File: config.mk
export PLATFORM = sky130hd
export DESIGN_NAME = afe_main_ctl
export DESIGN_NICKNAME = d
export VERILOG_FILES = /design/src/afe_regs_pkg.sv /design/src/clamp_pulse_gen.sv /design/src/afe_main_ctl.sv
export SDC_FILE = /design/constraint.sdc
export NUM_CORES = 1
export LEC_CHECK = 0
export BUFFER_PORTS_ARGS = -buffer_cell sky130_fd_sc_hd__buf_2
export CAP_MARGIN = 20
export CELL_PAD_IN_SITES_DETAIL_PLACEMENT = 2
export CELL_PAD_IN_SITES_GLOBAL_PLACEMENT = 2
export CORE_UTILIZATION = 35
export CTS_BUF_LIST = sky130_fd_sc_hd__clkbuf_8
export CTS_CLUSTER_DIAMETER = 200
export DETAILED_ROUTE_END_ITERATION = 8
export HOLD_SLACK_MARGIN = 0.12
export PLACE_DENSITY = 0.86
export SETUP_SLACK_MARGIN = 0.5
export SYNTH_ARGS = -nofsm -noshare
export SYNTH_HDL_FRONTEND = slang
export SYNTH_HIERARCHICAL = 1
export SYNTH_SLANG_ARGS = --single-unit
File: constraint.sdc
create_clock -name ref_clk -period 2.6 [get_ports ref_clk]
set_input_delay 0.52 -clock ref_clk [delete_from_list [all_inputs] [get_ports ref_clk]]
set_output_delay 0.52 -clock ref_clk [all_outputs]
set_load 0.05 [all_outputs]
File: src/afe_regs_pkg.sv
// Constants for the front end main control register bank
//
// Contract
// RQ1: The sample stage runs at gain one when the gain bit is 0 (reset) and at gain two when it is 1.
// RQ2: The parallel data outputs stay disabled while the output enable bit is 0 (reset) and are driven when it is 1.
// RQ3: The major analog blocks are powered down while the powerdown bit is 1 and fully powered while it is 0 (reset).
// RQ4: Writing 1 to the software reset bit resets the whole system, and the bit then clears itself.
// RQ5: Writing 1 to the scan start bit starts a scan and the bit clears itself; a read of 0 means ready, as after reset.
// RQ6: In single-rate mode a path override of 0 routes all inputs through the red path and 1 routes each through its own path.
// RQ7: Single-rate mode is the one where the converter clock equals the pixel clock, with no multiplication.
// RQ8: The host always writes the three reserved low bits of the third control register as ones, their reset value.
// RQ9: Test patterns replace normal output only in the differential serial format, and test mode 000 (reset) is normal.
// RQ10: Test mode 001 alternates the output word between two fixed complementary values.
// RQ11: Test mode 010 with upcount enable outputs a 21-bit counter stepping from zero to all ones.
// RQ12: Test mode 011 outputs a static 21-bit word built from the high, middle and low count registers.
// RQ13: The automatic clamp pulse is 4, 8 or 16 pixels wide for width codes 00 (reset), 01 and 10.
// RQ14: With automatic clamping on, the clamp pulse is made inside, delayed by a programmable count from the line start.
package afe_regs_pkg;

	// Register indices; the byte address is four times the index
	localparam logic [5:0] IDX_CFG_ONE   = 6'h01;
	localparam logic [5:0] IDX_CTL_TWO   = 6'h02;
	localparam logic [5:0] IDX_CTL_THREE = 6'h03;
	localparam logic [5:0] IDX_CTL_FOUR  = 6'h04;
	localparam logic [5:0] IDX_CLAMP     = 6'h05;
	localparam logic [5:0] IDX_CLAMP_POS = 6'h06;
	localparam logic [5:0] IDX_CNT_LO    = 6'h12;
	localparam logic [5:0] IDX_CNT_MID   = 6'h13;
	localparam logic [5:0] IDX_CNT_HI    = 6'h14;
	localparam logic [5:0] IDX_CLK_MODE  = 6'h20;

	// Values after reset
	localparam logic [7:0] RST_CFG_ONE   = 8'h50;
	localparam logic [7:0] RST_CTL_TWO   = 8'h00;
	localparam logic [7:0] RST_CTL_THREE = 8'h07;
	localparam logic [7:0] RST_CTL_FOUR  = 8'h00;
	localparam logic [7:0] RST_CLAMP     = 8'h00;
	localparam logic [7:0] RST_CLAMP_POS = 8'h27;
	localparam logic [7:0] RST_CNT       = 8'h00;
	localparam logic [1:0] RST_CLK_MODE  = 2'h1;

	// Field positions
	localparam int unsigned B_OFMT   = 3;
	localparam int unsigned B_GAIN   = 4;
	localparam int unsigned B_OE     = 3;
	localparam int unsigned B_PD     = 2;
	localparam int unsigned B_SRST   = 1;
	localparam int unsigned B_SCAN   = 0;
	localparam int unsigned B_OVR    = 3;
	localparam int unsigned B_UPCNT  = 3;
	localparam int unsigned B_AUTO   = 1;
	localparam int unsigned B_CWID   = 2;

	// Test modes and patterns
	localparam logic [2:0]  TP_NORMAL = 3'h0;
	localparam logic [2:0]  TP_ALT    = 3'h1;
	localparam logic [2:0]  TP_COUNT  = 3'h2;
	localparam logic [2:0]  TP_STATIC = 3'h3;
	localparam logic [20:0] PAT_A     = 21'h155555;
	localparam logic [20:0] PAT_B     = 21'h0aaaaa;
	localparam logic [20:0] CNT_MAX   = 21'h1fffff;

	// Clock multiplier code of single-rate mode, clamp base width
	localparam logic [1:0] MODE_SINGLE = 2'h1;
	localparam logic [5:0] CLAMP_BASE  = 6'h04;

	typedef enum logic [1:0]
	{
		CL_IDLE  = 2'b00,
		CL_DELAY = 2'b01,
		CL_PULSE = 2'b10
	} cl_state_t;

endpackage : afe_regs_pkg

File: src/clamp_pulse_gen.sv
// Automatic input clamp pulse generator, timed in pixels
`timescale 1ns/1ps
module clamp_pulse_gen
(
	// Clock and reset
	input  wire logic       ref_clk,
	input  wire logic       arst_n,
	// Timing
	input  wire logic       pixel_en,
	input  wire logic       line_start_pulse,
	input  wire logic       soft_rst,
	// Settings
	input  wire logic       auto_en,
	input  wire logic [1:0] width_sel,
	input  wire logic [7:0] position,
	// Pulse
	output logic            clamp_r
);
	import afe_regs_pkg::*;

	cl_state_t   state_r;
	logic        ls_d_r;
	logic [7:0]  cnt_r;
	logic        ls_fall;

	assign ls_fall = ls_d_r & ~line_start_pulse;

	// Line start history for the falling edge
	always_ff @(posedge ref_clk or negedge arst_n)
	begin
		if (!arst_n)
			ls_d_r <= 1'b0;
		else
			ls_d_r <= line_start_pulse;
	end

	// Delay then width, both counted in pixels [RQ14]
	always_ff @(posedge ref_clk or negedge arst_n)
	begin
		if (!arst_n)
		begin
			state_r <= CL_IDLE;
			cnt_r   <= 8'h00;
			clamp_r <= 1'b0;
		end
		else if (soft_rst || !auto_en)
		begin
			state_r <= CL_IDLE;
			clamp_r <= 1'b0;
		end
		else
		begin
			unique case (state_r)
				CL_IDLE:
					if (ls_fall)
					begin
						state_r <= CL_DELAY;
						cnt_r   <= position; // [RQ14]
					end
				CL_DELAY:
					if (pixel_en)
					begin
						if (cnt_r == 8'h00)
						begin
							state_r <= CL_PULSE;
							clamp_r <= 1'b1;
							// 4 shifted by code: 4, 8, 16, 32 [RQ13]
							cnt_r   <= {2'b00, CLAMP_BASE << width_sel} - 8'h01;
						end
						else
							cnt_r <= cnt_r - 8'h01;
					end
				CL_PULSE:
					if (pixel_en)
					begin
						if (cnt_r == 8'h00)
						begin
							state_r <= CL_IDLE;
							clamp_r <= 1'b0;
						end
						else
							cnt_r <= cnt_r - 8'h01;
					end
				default:
					state_r <= CL_IDLE;
			endcase
		end
	end
endmodule : clamp_pulse_gen

File: src/afe_main_ctl.sv
// Main control register bank on APB with test pattern and clamp logic
//
// Implementation choice: the APB slave port.
`timescale 1ns/1ps
module afe_main_ctl
(
	// Clock and reset
	input  wire logic        ref_clk,
	input  wire logic        arst_n,
	// APB slave
	input  wire logic        psel,
	input  wire logic        penable,
	input  wire logic        pwrite,
	input  wire logic [7:0]  paddr,
	input  wire logic [31:0] pwdata,
	output logic      [31:0] prdata,
	output logic             pready,
	output logic             pslverr,
	// Data path
	input  wire logic [20:0] adc_word,
	input  wire logic        line_start_pulse,
	output logic      [20:0] out_word,
	// Analog and system controls
	output logic             sample_gain_two,
	output logic             data_out_en,
	output logic             analog_powerdown,
	output logic             sys_reset_pulse,
	output logic             scan_start_pulse,
	output logic             path_per_channel,
	output logic             input_clamp_pulse
);
	import afe_regs_pkg::*;

	logic [7:0]  cfg_one_r;
	logic [2:0]  two_r;
	logic [3:0]  three_r;
	logic [3:0]  four_r;
	logic [3:0]  clamp_r;
	logic [7:0]  clamp_pos_r;
	logic [7:0]  cnt_lo_r;
	logic [7:0]  cnt_mid_r;
	logic [4:0]  cnt_hi_r;
	logic [1:0]  clk_mode_r;
	logic        srst_r;
	logic        scan_r;
	logic        pready_r;
	logic        pslverr_r;
	logic [31:0] prdata_r;
	logic [20:0] out_r;
	logic [20:0] up_r;
	logic        alt_r;
	logic        path_r;
	logic [1:0]  pix_cnt_r;
	logic        pixel_en_r;
	logic [31:0] rd_nxt;
	logic        hit_nxt;
	logic [5:0]  idx;
	logic        wr;
	logic [2:0]  tp_mode;
	logic        lvds;
	logic        single_rate;

	assign idx         = paddr[7:2];
	assign wr          = psel & penable & pready_r & pwrite;
	assign tp_mode     = four_r[2:0];
	assign lvds        = ~cfg_one_r[B_OFMT];
	assign single_rate = (clk_mode_r == MODE_SINGLE);

	// Read decode; unmapped indices read zero and flag an error
	always_comb
	begin
		rd_nxt  = 32'h0000_0000;
		hit_nxt = 1'b1;
		unique case (idx)
			IDX_CFG_ONE:   rd_nxt[7:0] = cfg_one_r;
			IDX_CTL_TWO:   rd_nxt[4:0] = {two_r, srst_r, scan_r}; // [RQ5]
			IDX_CTL_THREE: rd_nxt[3:0] = three_r;
			IDX_CTL_FOUR:  rd_nxt[3:0] = four_r;
			IDX_CLAMP:     rd_nxt[3:0] = clamp_r;
			IDX_CLAMP_POS: rd_nxt[7:0] = clamp_pos_r;
			IDX_CNT_LO:    rd_nxt[7:0] = cnt_lo_r;
			IDX_CNT_MID:   rd_nxt[7:0] = cnt_mid_r;
			IDX_CNT_HI:    rd_nxt[4:0] = cnt_hi_r;
			IDX_CLK_MODE:  rd_nxt[1:0] = clk_mode_r;
			default:       hit_nxt     = 1'b0;
		endcase
	end

	// One wait state so that read data and ready leave flip-flops
	always_ff @(posedge ref_clk or negedge arst_n)
	begin
		if (!arst_n)
		begin
			pready_r  <= 1'b0;
			pslverr_r <= 1'b0;
			prdata_r  <= 32'h0000_0000;
		end
		else
		begin
			pready_r  <= psel & penable & ~pready_r;
			pslverr_r <= psel & penable & ~pready_r & ~hit_nxt;
			if (psel & penable & ~pready_r & ~pwrite)
				prdata_r <= rd_nxt;
		end
	end

	// Software reset strobe, one cycle, then clears itself [RQ4]
	always_ff @(posedge ref_clk or negedge arst_n)
	begin
		if (!arst_n)
			srst_r <= 1'b0;
		else
			srst_r <= wr & (idx == IDX_CTL_TWO) & pwdata[B_SRST] & ~srst_r;
	end

	// Scan start bit: one cycle high, a new write wins over the clear [RQ5]
	always_ff @(posedge ref_clk or negedge arst_n)
	begin
		if (!arst_n)
			scan_r <= 1'b0;
		else if (wr && idx == IDX_CTL_TWO && pwdata[B_SCAN])
			scan_r <= 1'b1;
		else
			scan_r <= 1'b0;
	end

	// Stored control fields; software reset restores defaults [RQ4]
	always_ff @(posedge ref_clk or negedge arst_n)
	begin
		if (!arst_n)
		begin
			cfg_one_r   <= RST_CFG_ONE;
			two_r       <= RST_CTL_TWO[4:2];
			three_r     <= RST_CTL_THREE[3:0];
			four_r      <= RST_CTL_FOUR[3:0];
			clamp_r     <= RST_CLAMP[3:0];
			clamp_pos_r <= RST_CLAMP_POS;
			cnt_lo_r    <= RST_CNT;
			cnt_mid_r   <= RST_CNT;
			cnt_hi_r    <= RST_CNT[4:0];
			clk_mode_r  <= RST_CLK_MODE;
		end
		else if (srst_r)
		begin
			cfg_one_r   <= RST_CFG_ONE;
			two_r       <= RST_CTL_TWO[4:2]; // [RQ4]
			three_r     <= RST_CTL_THREE[3:0];
			four_r      <= RST_CTL_FOUR[3:0];
			clamp_r     <= RST_CLAMP[3:0];
			clamp_pos_r <= RST_CLAMP_POS;
			cnt_lo_r    <= RST_CNT;
			cnt_mid_r   <= RST_CNT;
			cnt_hi_r    <= RST_CNT[4:0];
			clk_mode_r  <= RST_CLK_MODE;
		end
		else if (wr)
		begin
			unique case (idx)
				IDX_CFG_ONE:   cfg_one_r   <= pwdata[7:0];
				IDX_CTL_TWO:   two_r       <= pwdata[4:2];
				IDX_CTL_THREE: three_r     <= pwdata[3:0];
				IDX_CTL_FOUR:  four_r      <= pwdata[3:0];
				IDX_CLAMP:     clamp_r     <= pwdata[3:0];
				IDX_CLAMP_POS: clamp_pos_r <= pwdata[7:0];
				IDX_CNT_LO:    cnt_lo_r    <= pwdata[7:0];
				IDX_CNT_MID:   cnt_mid_r   <= pwdata[7:0];
				IDX_CNT_HI:    cnt_hi_r    <= pwdata[4:0];
				IDX_CLK_MODE:  clk_mode_r  <= pwdata[1:0];
				default:       ;
			endcase
		end
	end

	// Pixel enable: every cycle in modes 0 and 1 (single rate is 1), every 2nd in mode 2, every 3rd in mode 3
	always_ff @(posedge ref_clk or negedge arst_n)
	begin
		if (!arst_n)
		begin
			pix_cnt_r  <= 2'h0;
			pixel_en_r <= 1'b0;
		end
		else if (clk_mode_r <= MODE_SINGLE || pix_cnt_r >= clk_mode_r - 2'h1)
		begin
			pix_cnt_r  <= 2'h0;
			pixel_en_r <= 1'b1; // [RQ7]
		end
		else
		begin
			pix_cnt_r  <= pix_cnt_r + 2'h1;
			pixel_en_r <= 1'b0;
		end
	end

	// Override matters only in single rate; other modes use own paths
	always_ff @(posedge ref_clk or negedge arst_n)
	begin
		if (!arst_n)
			path_r <= 1'b0;
		else
			path_r <= three_r[B_OVR] | ~single_rate; // [RQ6]
	end

	// Pattern state: alternation runs in every test mode but 000, the free counter only in 010 with upcount
	always_ff @(posedge ref_clk or negedge arst_n)
	begin
		if (!arst_n)
		begin
			alt_r <= 1'b0;
			up_r  <= 21'h000000;
		end
		else if (srst_r || tp_mode == TP_NORMAL)
		begin
			alt_r <= 1'b0;
			up_r  <= 21'h000000;
		end
		else
		begin
			alt_r <= ~alt_r; // [RQ10]
			if (tp_mode == TP_COUNT && four_r[B_UPCNT])
				up_r <= (up_r == CNT_MAX) ? 21'h000000 : up_r + 21'h000001; // [RQ11]
		end
	end

	// Output word; patterns only in the serial format [RQ9]
	always_ff @(posedge ref_clk or negedge arst_n)
	begin
		if (!arst_n)
			out_r <= 21'h000000;
		else if (!lvds)
			out_r <= adc_word;
		else
		begin
			unique case (tp_mode)
				TP_NORMAL: out_r <= adc_word; // [RQ9]
				TP_ALT:    out_r <= alt_r ? PAT_B : PAT_A; // [RQ10]
				TP_COUNT:  out_r <= up_r; // [RQ11]
				TP_STATIC: out_r <= {cnt_hi_r, cnt_mid_r, cnt_lo_r}; // [RQ12]
				default:   out_r <= adc_word;
			endcase
		end
	end

	// Clamp pulse placed after the line start, width by code
	clamp_pulse_gen u_clamp
	(
		.ref_clk          (ref_clk),
		.arst_n           (arst_n),
		.pixel_en         (pixel_en_r),
		.line_start_pulse (line_start_pulse),
		.soft_rst         (srst_r),
		.auto_en          (clamp_r[B_AUTO]), // [RQ14]
		.width_sel        (clamp_r[B_CWID +: 2]), // [RQ13]
		.position         (clamp_pos_r),
		.clamp_r          (input_clamp_pulse)
	);

	// Ports straight from flip-flops
	assign prdata           = prdata_r;
	assign pready           = pready_r;
	assign pslverr          = pslverr_r;
	assign out_word         = out_r;
	assign sample_gain_two  = two_r[B_GAIN - 2]; // [RQ1]
	assign data_out_en      = two_r[B_OE - 2]; // [RQ2]
	assign analog_powerdown = two_r[B_PD - 2]; // [RQ3]
	assign sys_reset_pulse  = srst_r; // [RQ4]
	assign scan_start_pulse = scan_r; // [RQ5]
	assign path_per_channel = path_r;
endmodule : afe_main_ctl

==> results.md, run 1 <==
- Status: complete, no violations
- Slew Limit Fails: 0
- Register-to-register setup slack: 0.47 ns
- Fin. Hold Viols: 0
- Sequential share of power: 0.454
- 1st-iter DRT viols: ~520
- Internal power: between 3 and 4 mW
- Period utilization: 0.8198
- H-Tree Level Count: 4
- Synth Instances: between 700 and 800
- Critical Path Fanout Max: 4
- Routed length per placed instance: 25.76 µm
- Via count: 6425
- NetSw: 1.293 mW
- Hold EP: u_clamp/ls_d_r
- Worst-path clk slew: around 0.09 ns
- CTS tree: done
- Reg2reg start: u_clamp/cnt_r[0]
- Final Routed Wirelength: 27.82 mm
- Most used DFF post-synth: dfrtp_1
- Fin crit period: about 2.1 ns
- Most frequent cells after synthesis: dfrtp_1, nor2_1, a21oi_1, nand2_1, mux2i_1
- Clock share of power: 0.444
- Most frequent cell after synthesis: dfrtp_1
- Root buffer cell: clkbuf_8
- Layout cells sized above 1: 0.2476
- Die height: around 140 µm
- Diode count: 0
- Final Cell Area: 0.008082 mm²
- Largest net degree at the start of global routing: 62
- Total track usage: 0.2645
- Worst Min Path Start: line_start_pulse
- Crit-path leading delay family: compound AO/OA/AOI/OAI gates
- Die W: 141.4 µm
- Post-synth EDFFs: 0
- I/O pin cnt: about 130
- CP Data Required Time: 2.96 ns
- GPL Wtd Cong: 0.8550
- Initial antenna violation count: 0
- Clk_lat worst skew: 0.47 ns
- Worst vdd ir: about 0.32 mV
- Worst R2R Path Depth: 7
- P per Cell Area: around 550 mW/mm²
- Clock buffer depth: 2
- Reg2reg end: u_clamp/cnt_r[2]
- First-pass GRT wire length: ~40 mm
- Critical path endpoint category: register
- Core Rows: 50
- Worst path cell trace: inv_2, ha_4, or4b_4, o31ai_4, buf_4, o21ai_0, a22o_1
- CP Launch Type: register
- Max Freq: 469.2 MHz
- Max-cap violations: 0
- Tightest Pin Transition: around 0.87 ns
- Max-slew headroom: 0.4196
- Yosys warns: 6
- Vias in the first global route: 6821
- Yosys top cell by area: dfrtp_1
- Post-DP Area: roughly 0.0074 mm²
- Hold Path Stages: 1
- DP Wirelength: approximately 18 mm
- Setup TNS: 0 ns
- Vias per cell: 5.949
- Distinct cell type count after synthesis: 64
- Register area share after synthesis: 0.4615
- Skew final: between 0.015 and 0.02 ns
- Number of CTS-inserted buffers: 17
- CP Data Arrival Time: between 2 and 2.5 ns
- Synthesized flop and latch total: between 100 and 150
- Top cell type's share of synthesized area: 0.4229
- TritonRoute pass-1 iters: 6
- Nets: 885
- Residual DRC count: 0
- Slowest-stage cell, CP: or4b_4
- Pleak: 3.625 nW
- Crit-path max cell delay: 0.49 ns
- Ys async rst share: 1.000
- Die area: 0.02001 mm²
- Mapped Area: 0.006805 mm²
- Initial core utilization: 0.3602
- Syn_area_per_cell: ~9.5 µm²
- Area contributors post-synth: dfrtp_1, mux2i_1, nor2_1, a21oi_1, dfstp_2
- RSZ-0062 raised after global routing: no
- Sw frac: 0.2924
- Sink Count: 125
- Logic pwr share: 0.102
- WP buf/inv: 2
- Hold WC Path Type: in2reg
- Layout Area Growth over Synthesis: 18.75%
- Core area: 0.01889 mm²
- ANT nets after route: 0
- Port Buf Inserts: 78
- Kind of critical path: reg2reg
- # setup viols final: 0
- GRT overflow: 0
[layer usage]
layer  global-route usage  part of all wire  vias up  routed length, µm
met5                    0                 0        -                  0
met4               0.1358             0.041        0               1154
met3              0.04590             0.057       83               1593
met2               0.4440              0.50      289              13800
li1                     -                 -     2720                  -
met1               0.3275              0.41     3333              11270
[repair_timing]
action                     CTS  global route
buffers inserted             5             8
hold buffers                 1             0
resized for setup            9            15
setup endpoints to repair   29            21
hold endpoints to repair     8             0
pin swaps                    3             3
[layout by cell type (no fill, tap or decap), types with 4 or more instances in the layout]
cell type   count
a211o_1        10
a21o_1          4
a21oi_1        56
a22o_1         16
a22oi_1        34
a31oi_1        20
and2_1          9
and3_1          8
buf_2          77
buf_4          36
bufinv_16       4
clkbuf_8       17
clkinv_2        4
clkinvlp_4      5
conb_1         24
dfrtp_1       109
dfrtp_2         6
dfstp_2        10
ha_1            8
inv_1          15
mux2_2          5
mux2i_1        35
nand2_1        55
nand2b_1       12
nand3_1        27
nand3b_1        5
nand4_1         7
nor2_1         78
nor2b_1        11
nor3_1          9
o21ai_0        24
[state kept, by name, summed over array words and instances, names as in the netlist, 5 cells and up]
register       count
cfg_one_r          8
cnt_lo_r           8
prdata             8
cnt_hi_r           5
cnt_mid_r          8
out_word          21
u_clamp/cnt_r      8
up_r              21
clamp_pos_r        8
[area by class of cell]
type	count	area, µm²
clock buffers	17	234.0
inverters	18	67.56
multi-input cells	529	3406
fillers	2050	10810
clock inverters	15	195.2
well taps	260	325.3
flip-flops and latches	125	3148
repair buffers	116	705.7
[worst max-delay path by stage]
stage                          start               end  slack (ns)  cells after the start
CTS                 u_clamp/cnt_r[0]  u_clamp/cnt_r[2]        0.51                      7
global placement            paddr[7]      cnt_mid_r[4]        0.36                      6
floorplan                   paddr[7]      cnt_mid_r[1]        0.52                      7
global route        u_clamp/cnt_r[0]  u_clamp/cnt_r[2]        0.43                      7
detailed placement          paddr[2]         prdata[6]        0.23                      5
finish              u_clamp/cnt_r[0]  u_clamp/cnt_r[2]        0.47                      7
[cell families after synthesis]
logic type | count (synthesis) | synth area share
flops | 125 | 0.4615
xor+xnor | 2 | 0.002574
simple gates | 261 | 0.2010
mux | 40 | 0.05975
other cells | 1 | 0.0005510
fa+ha+maj | 11 | 0.02022
buf+inv | 85 | 0.06545
compound gates | 191 | 0.1890
[stage by stage]
| stage | hold WS [ns] | worst slack [ns] | power, mW | util | std cells |
|---|---|---|---|---|---|
| after global placement | 0.3661 | 0.3607 | 2.444 | 0.3942 | 1034 |
| final | 0.1808 | 0.4686 | 4.420 | 0.4277 | 1080 |
| after global routing | 0.1862 | 0.4280 | 4.527 | 0.4277 | 1080 |
| after detailed placement | 0.3675 | 0.2255 | 2.467 | 0.3942 | 1034 |
| after floorplan | 0.2244 | 0.5193 | 2.329 | - | 739 |
| after CTS | 0.1684 | 0.5054 | 4.393 | 0.4215 | 1072 |
[power groups by stage]
stage / clock, mW / combinational [mW] / sequential [mW]
finish: 1.96 / 0.450 / 2.01
floorplan: 0 / 0.224 / 2.10
global route: 2.04 / 0.475 / 2.01
CTS: 1.95 / 0.437 / 2.01
global placement: 0 / 0.404 / 2.04
detailed placement: 0 / 0.423 / 2.04
No activity file was read; power rests on OpenSTA's default activity.
==> inputs of run 2 (changes only) <==
Settings changed: ABC_AREA set to 1, CORE_UTILIZATION 35 to 33, PLACE_DENSITY 0.86 to 0.87.
Clock period 2.6 ns to 2 ns, I/O delays scaled along.
==> results.md, run 2 <==
- Critical path endpoint category: register
- Register area share after synthesis: 0.4461 (-0.01542)
- Sink Count: 125 (unchanged)
- Die height: 148.1 µm (+4.7%)
- Number of CTS-inserted buffers: 17 (unchanged)
- Synthesized flop and latch total: 125 (unchanged)
- Worst hold slack: 0.1361 ns (-0.04469 ns)
- ANT nets after route: 0 (unchanged)
- Nets: 1237 (+40%)
- Core Rows: 53 (+6.0%)
- Reg2reg start: clamp_r[2]
- Mapped Area: 0.007041 mm² (+3.5%)
- Worst Min Path Start: adc_word[1]
- Failing checks: DRC
- Worst vdd ir: 0.3989 mV (+25%)
- Die area: 0.02192 mm² (+9.6%)
- Core area: 0.02096 mm² (+11%)
- Filler Cell Count: 2292 (+12%)
- Layout Area Growth over Synthesis: 55.36%
- GRT overflow: 0 (unchanged)
- Dpl ws: 0.03680 ns (-0.1887 ns)
- Vias in the first global route: 8811 (+29%)
- TritonRoute pass-1 iters: 9 (+3)
- Most frequent cells in the layout: nand2_1, buf_4, dfrtp_1, nor2_1, inv_1
- Final Routed Wirelength: 49.78 mm (+79%)
- Worst-path clk slew: 0.11 ns (+0.02 ns)
- RSZ-0062 raised after global routing: yes
- Slew Limit Fails: 0 (unchanged)
- Fin. Hold Viols: 0 (unchanged)
- Commonest non-fill, non-tap cell in the layout: nand2_1
- Skew final: 0.02133 ns (+0.003118 ns)
- CP Data Arrival Time: 2.40 ns (-0.09 ns)
- Post-synth EDFFs: 0 (unchanged)
- Tot Pwr: 6.573 mW (+49%)
- Area occupied by registers: 0.003167 mm² (+0.60%)
- Max-slew headroom: 0.6260 (+0.2064)
- Hold Path Stages: 3 (+2)
- Residual DRC count: 2 (+2)
- Yosys top cell by area: dfrtp_1
- Final core occ: 0.5220 (+0.09423)
- Synth Instances: 924 (+29%)
- Most frequent cell after synthesis: nand2_1
- Initial core utilization: 0.3360 (-0.02422)
- Most frequent cells after synthesis: nand2_1, nor2_1, dfrtp_1, inv_1, o21ai_0
- Total track usage: 0.3502 (+0.08568)
- Vias per cell: 6.082 (+2.2%)
- Tightest Pin Transition: 0.5589 ns (-0.3070 ns)
- Clock buffer depth: 2 (unchanged)
- Critical Path Fanout Max: 3 (-1)
- Initial antenna violation count: 1 (+1)
- Via count: 8800 (+37%)
- P per Cell Area: 601.0 mW/mm² (+9.9%)
- Syn_area_per_cell: 7.620 µm² (-20%)
- Diode count: 0 (unchanged)
- Inst Count DP: 1290 (+25%)
- I/O pin cnt: 129 (unchanged)
- CP Data Required Time: 2.43 ns (-0.53 ns)
- 1st-iter DRT viols: 815 (+56%)
- Final worst slack: 0.02473 ns (-0.4438 ns)
- Period utilization: 0.9876 (+0.1679)
- Largest net degree at the start of global routing: 43 (-31%)
- Yosys warns: 6 (unchanged)
- Ys async rst share: 1.000 (unchanged)
- DP Wirelength: 19.82 mm (+13%)
- Hold WC Path Type: in2reg
- Layout cells sized above 1: 0.4684 (+0.2209)
- CP startpoint: clamp_r[2]
- Distinct cell type count after synthesis: 43 (-33%)
- Top cell type's share of synthesized area: 0.4087 (-0.01413)
- Finished Layout Cells: 1447 (+34%)
- Final Cell Area: 0.01094 mm² (+35%)
- Worst R2R Path Depth: 11 (+4)
- GPL Wtd Cong: 0.8131 (-4.9%)
- Die W: 148.1 µm (+4.7%)
- Pleak: 4.905 nW (+35%)
- Status: finished, violations left
- Port Buf Inserts: 78 (unchanged)
- Area of the multi-input gates: 0.004569 mm² (+34%)
- Fin crit period: 1.975 ns (-0.1562 ns)
- # setup viols final: 0 (unchanged)
- Max Freq: 506.3 MHz (+7.9%)
- Setup TNS: 0 ns (unchanged)
- Root buffer cell: clkbuf_8
- Max-cap violations: 0 (unchanged)
- Post-DP Area: 0.007851 mm² (+5.4%)
- Clk_lat worst skew: 0.51 ns (+0.04 ns)
- Routed length per placed instance: 34.40 µm (+34%)
- H-Tree Level Count: 4 (unchanged)
- Area contributors post-synth: dfrtp_1, nand2_1, nor2_1, o21ai_0, inv_1
- Most used DFF post-synth: dfrtp_1
- Kind of critical path: reg2reg
- CTS tree: done
- CP Launch Type: register
- First-pass GRT wire length: 56.35 mm (+41%)
==> run 2: cell types whose count changed after synthesis, sizes merged, moves of 12 or more <==
cell,previous run,this run
nand3,29,60
a21oi,56,15
a22oi,34,1
nand4,7,19
o21ai,26,83
a22o,16,0
nor2,83,153
inv,17,90
nand2b,12,0
nand2,57,265
mux2i,35,0
xor2,0,15
clkbuf,25,7
==> run 2: area by class of cell <==
type                    count  area share
clock buffers              18     0.02265
clock inverters            14     0.01887
inverters                  91     0.03386
multi-input cells         691      0.4178
flip-flops and latches    125      0.2895
well taps                 275     0.03146
repair buffers            233      0.1859
==> run 2: final timing paths <==
check | end | slack, ns
hold / removal | out_word[1] | 0.14
setup reg to reg | u_clamp/cnt_r[7] | 0.02
setup / recovery | u_clamp/cnt_r[7] | 0.02
min in group asynchronous | out_word[5] | 0.33
hold reg to reg | prdata[1] | 0.51
max in group asynchronous | up_r[12] | 0.90
==> run 2: cell families after synthesis <==
logic type,share of synthesized area
AND/OR/NAND/NOR,0.3114
flip-flops,0.4461
buffers and inverters,0.09383
XOR/XNOR,0.01990
adder cells (fa/ha/maj),0.01955
other,0.0005326
AO/OA/AOI/OAI,0.1088
==> run 2: power by group <==
group	internal (mW)	switching (mW)
sequential	2.60	0.0829
combinational	0.282	0.712
clock	1.42	1.48
==> run 2: worst max-delay path, cell delays in order (launching register included) <==
cell and delay [ns]:
dfrtp_1 0.47, nor2_4 0.08, inv_1 0.13, ha_2 0.22, inv_2 0.05, nor2_2 0.15, nor2_1 0.10, nand2_1 0.19
nand2_2 0.13, nor2_1 0.13, nand2_1 0.11, a21boi_2 0.15
==> run 2: layer usage <==
layer  track usage  wire length (µm)  share of wire  up-vias
li1              -                 -              -     3404
met1        0.4197             19410           0.39     4584
met2        0.5859             23660           0.48      600
met3       0.07362              4052          0.081      210
met4        0.1928              2649          0.053        2
met5             0                13        0.00026        -
==> run 2: repair_timing <==
item / 4_1_cts / 5_1_grt
pin swaps: 28 / 73
gates resized for setup: 136 / 316
hold endpoints to repair: 18 / 0
endpoints found under the setup margin: 121 / 137
buffers inserted: 47 / 67
gates cloned: 3 / 6
hold buffers: 2 / 0
